===== src/hdl/dtcd_pkg.sv =====
// constants, types and helpers shared by the terminal command decoder
// Function
// - the four reference-select inputs form a binary index, the fourth as msb, choosing one of sixteen presets.
// - with multi-reference as frequency source, a preset of 100 percent equals the maximum output frequency.
// - the selected preset may also feed the process-loop setpoint or the separated v/f voltage.
// - two ramp-select inputs form a 2-bit index, second as msb, choosing ramp set 1 to 4.
// - two motor-select inputs form a 2-bit index, second as msb, choosing motor group 1 to 4.
// - every terminal is filtered with a programmable time from 0 to 1 s, 10 ms after reset.
// - the terminal command mode has four codes, two-line 1 and 2, three-line 1 and 2, reset to 0.
// - in two-line mode 1 forward alone runs forward, reverse alone runs reverse, both or none stop.
// - in two-line mode 2 run-enable runs, direction off forward and on reverse, enable off stops.
// - in three-line mode 1 with enable on, a forward push starts forward and a reverse push reverse.
// - in three-line mode 2 with enable on, a run push starts, direction input off forward, on reverse.
// - in both three-line modes the drive stops at once when the enable input goes off.
// - in three-line modes the run state is latched so released pushbuttons keep their effect.
// - the line-mode switchover input turns two-line mode 1 into three-line mode 1.
package dtcd_pkg;
   // timing
   localparam int CLK_HZ = 40_000_000;
   localparam int FILTER_UNIT_MS = 1;
   localparam int MS_CYCLES = CLK_HZ / 1000 * FILTER_UNIT_MS;
   localparam logic [9:0] FILTER_MAX_MS = 10'h3e8;
   localparam logic [9:0] FILTER_RESET_MS = 10'h00a;
   // terminal command modes
   localparam logic [1:0] MODE_TWO_1 = 2'h0;
   localparam logic [1:0] MODE_TWO_2 = 2'h1;
   localparam logic [1:0] MODE_THREE_1 = 2'h2;
   localparam logic [1:0] MODE_THREE_2 = 2'h3;
   localparam logic [1:0] MODE_RESET = 2'h0;
   // presets in 0.01 percent, frequency in 0.01 Hz
   localparam logic [15:0] PCT_FULL = 16'h2710;
   localparam logic [15:0] MAXFREQ_RESET = 16'h1388;
   // register byte offsets
   localparam logic [7:0] ADDR_CTRL = 8'h00;
   localparam logic [7:0] ADDR_FILTER = 8'h04;
   localparam logic [7:0] ADDR_MAXFREQ = 8'h08;
   localparam logic [7:0] ADDR_STATUS = 8'h0c;
   localparam logic [7:0] ADDR_SELECT = 8'h10;
   localparam logic [7:0] ADDR_REF = 8'h14;
   localparam logic [1:0] ADDR_TABLE_TOP = 2'h1;
   // control register fields
   localparam int CTRL_MODE_LSB = 0;
   localparam int CTRL_FREQ_BIT = 2;
   localparam int CTRL_PID_BIT = 3;
   localparam int CTRL_VF_BIT = 4;
   localparam logic CTRL_FREQ_RESET = 1'h1;
   localparam logic CTRL_PID_RESET = 1'h0;
   localparam logic CTRL_VF_RESET = 1'h0;

   // filtered or raw terminal levels, high means on
   typedef struct packed {
      logic enable;
      logic lineSwitch;
      logic dirRev;
      logic runFwd;
      logic [1:0] motorSel;
      logic [1:0] rampSel;
      logic [3:0] refSel;
   } dtcd_term_type;

   // decoded run command
   typedef struct packed {
      logic running;
      logic reverse;
      logic forwardRun;
      logic reverseRun;
      logic stop;
   } dtcd_cmd_type;

   // decoded selections
   typedef struct packed {
      logic [1:0] motor;
      logic [1:0] ramp;
      logic [3:0] index;
   } dtcd_sel_type;

   // latched state of the three-line modes
   typedef enum logic [2:0] {
      LATCH_STOP = 3'b001,
      LATCH_FWD = 3'b010,
      LATCH_REV = 3'b100
   } dtcd_latch_type;

   // clamp a preset to 100 percent
   function automatic logic [15:0] dtcd_clamp(input logic [15:0] pct);
      return (pct > PCT_FULL) ? PCT_FULL : pct;
   endfunction : dtcd_clamp

   // scale a preset against the maximum frequency
   function automatic logic [15:0] dtcd_scale(input logic [15:0] pct,
                                              input logic [15:0] maxF);
      logic [31:0] prod;
      prod = 32'(dtcd_clamp(pct)) * 32'(maxF);
      return 16'(prod / 32'(PCT_FULL));
   endfunction : dtcd_scale
endpackage : dtcd_pkg


===== src/hdl/dtcd_top.sv =====
`timescale 1ns/1ps
// drive terminal command decoder with apb register access
module dtcd_top #(
   parameter int MS_CYCLES = dtcd_pkg::MS_CYCLES
) (
   // clock and reset
   input wire logic clk,
   input wire logic rst,
   // apb slave
   input wire logic psel,
   input wire logic penable,
   input wire logic pwrite,
   input wire logic [7:0] paddr,
   input wire logic [31:0] pwdata,
   output logic [31:0] prdata,
   output logic pready,
   output logic pslverr,
   // terminal pins, asynchronous
   input wire dtcd_pkg::dtcd_term_type terminalIn,
   // decoded outputs
   output dtcd_pkg::dtcd_cmd_type runCommand,
   output dtcd_pkg::dtcd_sel_type selection,
   output logic [15:0] refFrequency,
   output logic [15:0] pidSetpoint,
   output logic [15:0] vfVoltage
);
   localparam int NIN = $bits(dtcd_pkg::dtcd_term_type);

   // configuration registers
   logic [1:0] commandMode;
   logic freqSrcMulti;
   logic pidSrcMulti;
   logic vfSrcMulti;
   logic [9:0] filterTime;
   logic [15:0] maxFrequency;

   // terminal path
   logic [NIN-1:0] syncFirst;
   logic [NIN-1:0] syncSecond;
   logic [NIN-1:0] filtered;
   logic [9:0] holdCount [NIN];
   logic [15:0] msCount;
   logic msTick;
   dtcd_pkg::dtcd_term_type term;

   // command path
   logic [1:0] effMode;
   logic threeLine;
   logic prevRunFwd;
   logic prevDirRev;
   logic fwdPress;
   logic revPress;
   dtcd_pkg::dtcd_latch_type latchState;
   dtcd_pkg::dtcd_latch_type next_latchState;
   dtcd_pkg::dtcd_cmd_type next_runCommand;

   // preset path and bus
   logic [15:0] presetValue;
   logic [15:0] tableReadData;
   logic accessEnd;
   logic tableHit;
   logic [31:0] readMux;

   // address decode for the error answer only; the read mux decodes on its own
   function automatic logic regMapped(input logic [7:0] addr);
      return addr == dtcd_pkg::ADDR_CTRL || addr == dtcd_pkg::ADDR_FILTER ||
         addr == dtcd_pkg::ADDR_MAXFREQ || addr == dtcd_pkg::ADDR_STATUS ||
         addr == dtcd_pkg::ADDR_SELECT || addr == dtcd_pkg::ADDR_REF ||
         (addr[7:6] == dtcd_pkg::ADDR_TABLE_TOP && addr[1:0] == 2'h0);
   endfunction : regMapped

   // two flops before any logic sees a pin
   always_ff @(posedge clk) begin
      if (rst) begin
         syncFirst <= '0;
         syncSecond <= '0;
      end else begin
         syncFirst <= terminalIn;
         syncSecond <= syncFirst;
      end
   end

   // one millisecond time base for the filters
   always_ff @(posedge clk) begin
      if (rst) begin
         msCount <= 16'h0000;
         msTick <= 1'b0;
      end else if (msCount == 16'(MS_CYCLES - 1)) begin
         msCount <= 16'h0000;
         msTick <= 1'b1;
      end else begin
         msCount <= msCount + 16'h0001;
         msTick <= 1'b0;
      end
   end

   // stability counters; a level is taken one tick after the count
   // reaches the filter time, so up to a millisecond late, never early
   always_ff @(posedge clk) begin
      if (rst) begin
         filtered <= '0;
         for (int i = 0; i < NIN; i++) begin
            holdCount[i] <= 10'h000;
         end
      end else begin
         for (int i = 0; i < NIN; i++) begin
            if (syncSecond[i] == filtered[i]) begin
               holdCount[i] <= 10'h000;
            end else if (filterTime == 10'h000) begin
               filtered[i] <= syncSecond[i];
               holdCount[i] <= 10'h000;
            end else if (msTick) begin
               if (holdCount[i] >= filterTime) begin
                  filtered[i] <= syncSecond[i];
                  holdCount[i] <= 10'h000;
               end else begin
                  holdCount[i] <= holdCount[i] + 10'h001;
               end
            end
         end
      end
   end

   assign term = filtered;

   // switchover input promotes two-line mode 1 to three-line mode 1
   always_comb begin
      effMode = commandMode;
      if (commandMode == dtcd_pkg::MODE_TWO_1 && term.lineSwitch) begin
         effMode = dtcd_pkg::MODE_THREE_1;
      end
   end

   assign threeLine = effMode[1];

   // push edges come from the filtered levels, so bounce is already gone
   always_ff @(posedge clk) begin
      if (rst) begin
         prevRunFwd <= 1'b0;
         prevDirRev <= 1'b0;
      end else begin
         prevRunFwd <= term.runFwd;
         prevDirRev <= term.dirRev;
      end
   end

   assign fwdPress = term.runFwd & ~prevRunFwd;
   assign revPress = term.dirRev & ~prevDirRev;

   // three-line latch; forward wins when both pushes land together
   always_comb begin
      next_latchState = latchState;
      if (!threeLine || !term.enable) begin
         next_latchState = dtcd_pkg::LATCH_STOP;
      end else if (effMode == dtcd_pkg::MODE_THREE_1) begin
         if (fwdPress) begin
            next_latchState = dtcd_pkg::LATCH_FWD;
         end else if (revPress) begin
            next_latchState = dtcd_pkg::LATCH_REV;
         end
      end else begin
         case (latchState)
            dtcd_pkg::LATCH_STOP: begin
               if (fwdPress) begin
                  next_latchState = term.dirRev ? dtcd_pkg::LATCH_REV :
                     dtcd_pkg::LATCH_FWD;
               end
            end
            dtcd_pkg::LATCH_FWD, dtcd_pkg::LATCH_REV: begin
               // direction switch keeps steering a running drive
               next_latchState = term.dirRev ? dtcd_pkg::LATCH_REV :
                  dtcd_pkg::LATCH_FWD;
            end
            default: begin
               next_latchState = dtcd_pkg::LATCH_STOP;
            end
         endcase
      end
   end

   // latch holds after the pushes are released
   always_ff @(posedge clk) begin
      if (rst) begin
         latchState <= dtcd_pkg::LATCH_STOP;
      end else begin
         latchState <= next_latchState;
      end
   end

   // run command per mode
   always_comb begin
      logic forward_run_function;
      logic reverse_run_function;
      forward_run_function = 1'b0;
      reverse_run_function = 1'b0;
      case (effMode)
         dtcd_pkg::MODE_TWO_1: begin
            forward_run_function = term.runFwd & ~term.dirRev;
            reverse_run_function = term.dirRev & ~term.runFwd;
         end
         dtcd_pkg::MODE_TWO_2: begin
            forward_run_function = term.runFwd & ~term.dirRev;
            reverse_run_function = term.runFwd & term.dirRev;
         end
         default: begin
            forward_run_function = next_latchState == dtcd_pkg::LATCH_FWD;
            reverse_run_function = next_latchState == dtcd_pkg::LATCH_REV;
         end
      endcase
      next_runCommand.running = forward_run_function | reverse_run_function;
      next_runCommand.reverse = reverse_run_function;
      next_runCommand.forwardRun = forward_run_function;
      next_runCommand.reverseRun = reverse_run_function;
      next_runCommand.stop = ~(forward_run_function | reverse_run_function);
   end

   // command and selection outputs
   always_ff @(posedge clk) begin
      if (rst) begin
         runCommand <= 5'h01;
         selection <= 8'h00;
      end else begin
         runCommand <= next_runCommand;
         selection.index <= term.refSel;
         selection.ramp <= term.rampSel;
         selection.motor <= term.motorSel;
      end
   end

   // preset table, port a follows the terminals, port b serves the bus
   dtcd_preset_mem presetStore (
      .clk(clk),
      .writeEn(accessEnd & pwrite & tableHit),
      .writeAddr(paddr[5:2]),
      .writeData(pwdata[15:0]),
      .readAddrA(term.refSel),
      .readDataA(presetValue),
      .readAddrB(paddr[5:2]),
      .readDataB(tableReadData)
   );

   // reference outputs, each gated by its source selection
   always_ff @(posedge clk) begin
      if (rst) begin
         refFrequency <= 16'h0000;
         pidSetpoint <= 16'h0000;
         vfVoltage <= 16'h0000;
      end else begin
         refFrequency <= freqSrcMulti ?
            dtcd_pkg::dtcd_scale(presetValue, maxFrequency) : 16'h0000;
         pidSetpoint <= pidSrcMulti ?
            dtcd_pkg::dtcd_clamp(presetValue) : 16'h0000;
         vfVoltage <= vfSrcMulti ?
            dtcd_pkg::dtcd_clamp(presetValue) : 16'h0000;
      end
   end

   assign accessEnd = psel & penable & pready;
   assign tableHit = paddr[7:6] == dtcd_pkg::ADDR_TABLE_TOP &&
      paddr[1:0] == 2'h0;

   // one wait state gives the table's registered read time to settle
   always_ff @(posedge clk) begin
      if (rst) begin
         pready <= 1'b0;
         pslverr <= 1'b0;
      end else begin
         pready <= psel & penable & ~pready;
         pslverr <= psel & penable & ~pready & ~regMapped(paddr);
      end
   end

   // register writes take effect at the completing edge only
   always_ff @(posedge clk) begin
      if (rst) begin
         commandMode <= dtcd_pkg::MODE_RESET;
         freqSrcMulti <= dtcd_pkg::CTRL_FREQ_RESET;
         pidSrcMulti <= dtcd_pkg::CTRL_PID_RESET;
         vfSrcMulti <= dtcd_pkg::CTRL_VF_RESET;
         filterTime <= dtcd_pkg::FILTER_RESET_MS;
         maxFrequency <= dtcd_pkg::MAXFREQ_RESET;
      end else if (accessEnd && pwrite) begin
         case (paddr)
            dtcd_pkg::ADDR_CTRL: begin
               commandMode <= pwdata[dtcd_pkg::CTRL_MODE_LSB +: 2];
               freqSrcMulti <= pwdata[dtcd_pkg::CTRL_FREQ_BIT];
               pidSrcMulti <= pwdata[dtcd_pkg::CTRL_PID_BIT];
               vfSrcMulti <= pwdata[dtcd_pkg::CTRL_VF_BIT];
            end
            dtcd_pkg::ADDR_FILTER: begin
               // out-of-range times saturate at one second
               filterTime <= (pwdata > 32'(dtcd_pkg::FILTER_MAX_MS)) ?
                  dtcd_pkg::FILTER_MAX_MS : pwdata[9:0];
            end
            dtcd_pkg::ADDR_MAXFREQ: begin
               maxFrequency <= pwdata[15:0];
            end
            default: begin
               filterTime <= filterTime;
            end
         endcase
      end
   end

   // read data mux
   always_comb begin
      readMux = 32'h0000_0000;
      if (tableHit) begin
         readMux = {16'h0000, tableReadData};
      end else begin
         case (paddr)
            dtcd_pkg::ADDR_CTRL: readMux = {27'h0, vfSrcMulti, pidSrcMulti,
               freqSrcMulti, commandMode};
            dtcd_pkg::ADDR_FILTER: readMux = {22'h0, filterTime};
            dtcd_pkg::ADDR_MAXFREQ: readMux = {16'h0000, maxFrequency};
            dtcd_pkg::ADDR_STATUS: readMux = {13'h0, runCommand, effMode,
               filtered};
            dtcd_pkg::ADDR_SELECT: readMux = {24'h0, selection};
            dtcd_pkg::ADDR_REF: readMux = {16'h0000, refFrequency};
            default: readMux = 32'h0000_0000;
         endcase
      end
   end

   // read data captured in the first access cycle and held after
   always_ff @(posedge clk) begin
      if (rst) begin
         prdata <= 32'h0000_0000;
      end else if (psel && penable && !pready && !pwrite) begin
         prdata <= readMux;
      end
   end
endmodule : dtcd_top


===== src/hdl/dtcd_preset_mem.sv =====
`timescale 1ns/1ps
// sixteen-word preset store with two registered read ports
module dtcd_preset_mem (
   // clock
   input wire logic clk,
   // write port
   input wire logic writeEn,
   input wire logic [3:0] writeAddr,
   input wire logic [15:0] writeData,
   // registered read ports
   input wire logic [3:0] readAddrA,
   output logic [15:0] readDataA,
   input wire logic [3:0] readAddrB,
   output logic [15:0] readDataB
);
   logic [15:0] store [16];

   // array holds no reset, software loads it before use
   always_ff @(posedge clk) begin
      if (writeEn) begin
         store[writeAddr] <= writeData;
      end
   end

   // read data come out of registers
   always_ff @(posedge clk) begin
      readDataA <= store[readAddrA];
      readDataB <= store[readAddrB];
   end
endmodule : dtcd_preset_mem


===== config.mk =====
export PLATFORM = sky130hd
export DESIGN_NAME = dtcd_top
export DESIGN_NICKNAME = d
export VERILOG_FILES = /design/src/hdl/dtcd_pkg.sv /design/src/hdl/dtcd_top.sv /design/src/hdl/dtcd_preset_mem.sv
export SDC_FILE = /design/constraint.sdc
export NUM_CORES = 2
export LEC_CHECK = 0
export BUFFER_PORTS_ARGS = -buffer_cell sky130_fd_sc_hd__buf_2
export CAP_MARGIN = 25
export CORE_MARGIN = 5
export CORE_UTILIZATION = 30
export CTS_CLUSTER_SIZE = 20
export DETAILED_ROUTE_END_ITERATION = 6
export PLACE_DENSITY = 0.46
export SLEW_MARGIN = 40
export SYNTH_ARGS = -nofsm -noshare
export SYNTH_HDL_FRONTEND = slang
export SYNTH_SLANG_ARGS = --single-unit

===== constraint.sdc =====
create_clock -name clk -period 42 [get_ports clk]
set_clock_uncertainty 0.05 [all_clocks]
set_input_delay 0 -clock clk [delete_from_list [all_inputs] [get_ports clk]]
set_output_delay 0 -clock clk [all_outputs]
set_load 0.005 [all_outputs]

==> impl_metrics.yaml <==
run_status:
  outcome: "complete, no violations"
sta:
  finalSetupViolations: 0
  rsz0062_at_grt: "no"
  hold_viol: 0
  period_needed_ns: 27.39
  tns_ns: 0
  timing.hold.ws_ns: 0.0421
  fmax_mhz: 36.5
  timing.final.crit_share_pct: 65.2
  finalMaxSlewViolations: 0
  tightest_slew_ns: 0.910
  maxSlewHeadroom_pct: 39.2
yosys:
  synth_area_leader_cell: "edfxtp_1"
  syn_area_per_cell_um2: 10.5
  netlist_area_um2: 42900
  asyncSetResetFlopFracSynth_pct: 0
  synth-edff-count: 376
  synth_compound_area_share_pct: 12.7
  muxShareOfSynthArea_pct: 9.64
  yosysTopAreaCellShare_pct: 26.3
  synthFlopType: "edfxtp_1"
  yosysMostFrequentCell: "edfxtp_1"
  yosys.area_share.adder_pct: 16.3
  synth_common_cells: "edfxtp_1, nor2_1, nand2_1, inv_1, ha_1"
  seq_area_frac_synth_pct: 35.7
  synth_warnings: 0
  synthXorXnorAreaFrac_pct: 4.88
  ys_top_cells_by_area: "edfxtp_1, dfxtp_1, fa_1"
  synth-simple-area-share_pct: 16.3
  ys_types: 136
  synth_top_family_by_area: "adder cells"
  yosys_register_bits: 578
  syn-instance-count: 4078
layout:
  drive_above_1_share_pct: 15.0
  final_nets: 4726
  final_core_util_pct: 34.4
  nFillCells: 14400
  area_growth_pct: 13.8
grt:
  grt_pass1_vias: 32100
  grt_use_total_pct: 16.8
  grt_first_pass_wirelength_um: 198000
  overflow: 0
  grt_start_max_net_pins: 99
  antenna_found_initial: 13
hold_path:
  min_to: "presetStore.readDataB[7]"
  hold_depth: 2
  hold_class: "primary input to flip-flop"
  hp-start: "paddr[5]"
route:
  drc: 0
  via_per_inst: 5.20
  m1WireLength_um: 59900
  wl_per_cell_um: 21.1
  drt_iter0_drc: 2399
  drtAntennaViolNets: 0
  highest_layer: "met5"
  vias: 32200
  wirelength_um: 131000
  wl_met3_um: 8160
  first_pass_iters: 5
  wl_met2_um: 60100
floorplanning:
  io_pins: 152
  fp.dieW_um: 388
  die_h_um: 388
  rows: 138
  start_util_pct: 30.2
  design.die.area_um2: 151000
  core_area_um2: 142000
clocking:
  insertion_delay_ns: 0.67
  post_cts_buffers: 0
  cts_sinks: 578
  max-clock-path-buffers: 3
  cts_max_level: 3
  cts.clk_slew.worst_paths_ns: 0.06
  cts_tree: "yes"
  cts_buffers: 71
  clockRootBuffer: "clkbuf_16"
run:
  max-cap-violations: 0
worst_setup_path:
  cp_slowest_cell: "a311oi_4"
  crit_arrival_ns: 27.91
  regToRegEndpoint: "refFrequency[0]"
  critPathMaxFanout: 98
  required_ns: 42.52
  crit_buf_inv: 5
  rr_startpoint: "presetStore.readDataA[1]"
  critical_path_class: "flip-flop to flip-flop"
  cp-end-kind: "flip-flop"
  r2r_cells: 82
  start_kind: "flip-flop"
  r2r_setup_slack_ns: 14.61
  path_delay_family: "compound AO/OA/AOI/OAI gates"
  max_stage_delay_ns: 0.74
placement:
  globalplace.congestion: 0.816
  place_hpwl_um: 93900
  portBuffers: 138
-- layout by cell type, fill, tap and decap left out, types with 49 or more instances in the layout --
| cell type | synthesis | routed |
|---|---|---|
| clkbuf_16 | 0 | 76 |
| fa_1 | 194 | 194 |
| nor2b_1 | 74 | 74 |
| and3_1 | 129 | 129 |
| ha_1 | 237 | 237 |
| dfxtp_1 | 202 | 192 |
| xor2_1 | 115 | 113 |
| nand2b_1 | 61 | 61 |
| nor2_1 | 363 | 350 |
| nand2_1 | 326 | 326 |
| nor3_1 | 72 | 64 |
| nand3_1 | 132 | 132 |
| inv_1 | 280 | 275 |
| xnor2_1 | 111 | 107 |
| o21ai_0 | 100 | 100 |
| and2_1 | 71 | 70 |
| a21oi_1 | 166 | 166 |
| conb_1 | 2 | 49 |
| buf_2 | 18 | 133 |
| edfxtp_1 | 376 | 376 |
| mux4_2 | 160 | 160 |
-- per-layer routing --
metal	GRT usage, %	vias up
met5	0	-
met4	3.71	6
met3	3.33	171
met2	27.5	885
met1	23.2	16000
li1	-	15200
-- kinds of logic (layout without fill, tap and decap cells) --
kind of cell | count (synthesis) | count (layout)
AND/OR/NAND/NOR | 1405 | 1405
other | 2 | 52
adder cells (fa/ha/maj) | 447 | 447
XOR/XNOR | 233 | 233
AO/OA/AOI/OAI | 735 | 735
multiplexers | 211 | 211
flip-flops | 578 | 578
buffers and inverters | 467 | 639
-- stage by stage --
stage                     setup slack [ns]  instance area, um2  instances
after global routing                 12.45               48900       6189
after CTS                            14.68               48800       6187
after global placement               15.50               45700       6003
final                                14.61               48900       6190
after detailed placement             14.78               45900       6009
after floorplan                      19.86               43100       4125
-- worst max-delay path by stage --
stage                              from         endpoint  slack (ns)  depth (start not counted)
3_5_place_dp   presetStore.readDataA[1]  refFrequency[0]       14.78                         81
4_1_cts        presetStore.readDataA[1]  refFrequency[0]       14.68                         82
5_1_grt        presetStore.readDataA[1]  refFrequency[0]       12.45                         82
2_1_floorplan  presetStore.readDataA[0]  refFrequency[0]       19.86                         86
3_3_place_gp   presetStore.readDataA[1]  refFrequency[0]       15.50                         81
6_report       presetStore.readDataA[1]  refFrequency[0]       14.61                         82
-- state kept, by name, indices dropped and copies added (netlist names), 2 cells and up --
register / cells
runCommand: 4
pidSetpoint: 16
holdCount: 120
syncFirst: 12
syncSecond: 12
maxFrequency: 16
prdata: 19
selection: 8
presetStore.readDataB: 16
presetStore.store: 256
filtered: 12
presetStore.readDataA: 16
latchState: 3
vfVoltage: 16
filterTime: 10
msCount: 16
refFrequency: 16
commandMode: 2
-- layout make-up --
cell class              instances  area [um2]  share of cell area, %
clock inverters                21         229                  0.469
flip-flops and latches        578       15400                   31.4
well taps                    1890        2360                   4.84
diodes                          3        7.51                 0.0154
multi-input cells            3080       26100                   53.4
inverters                     280        1050                   2.15
clock buffers                 111        2170                   4.45
repair buffers                227        1580                   3.23
-- timing repair --
action | CTS | global route
hold buffers | 46 | 0
resized for setup | 0 | 0
endpoints found under the hold margin | 348 | 0
-- worst register-to-register path, delay by kind of cell, from the launching register on --
family	cells	cell delay [ns]
AOI/OAI and AO/OA	37	10.90
xor gates and xnor gates	7	2.53
and+or+nand+nor	20	6.78
adders and majority gates	8	3.87
DFF	1	0.48
buffers and inverters	5	0.83
muxes	5	1.87
Power is not shown: default switching activity piles up to over one toggle a cycle in this logic, so the estimate is an artifact.
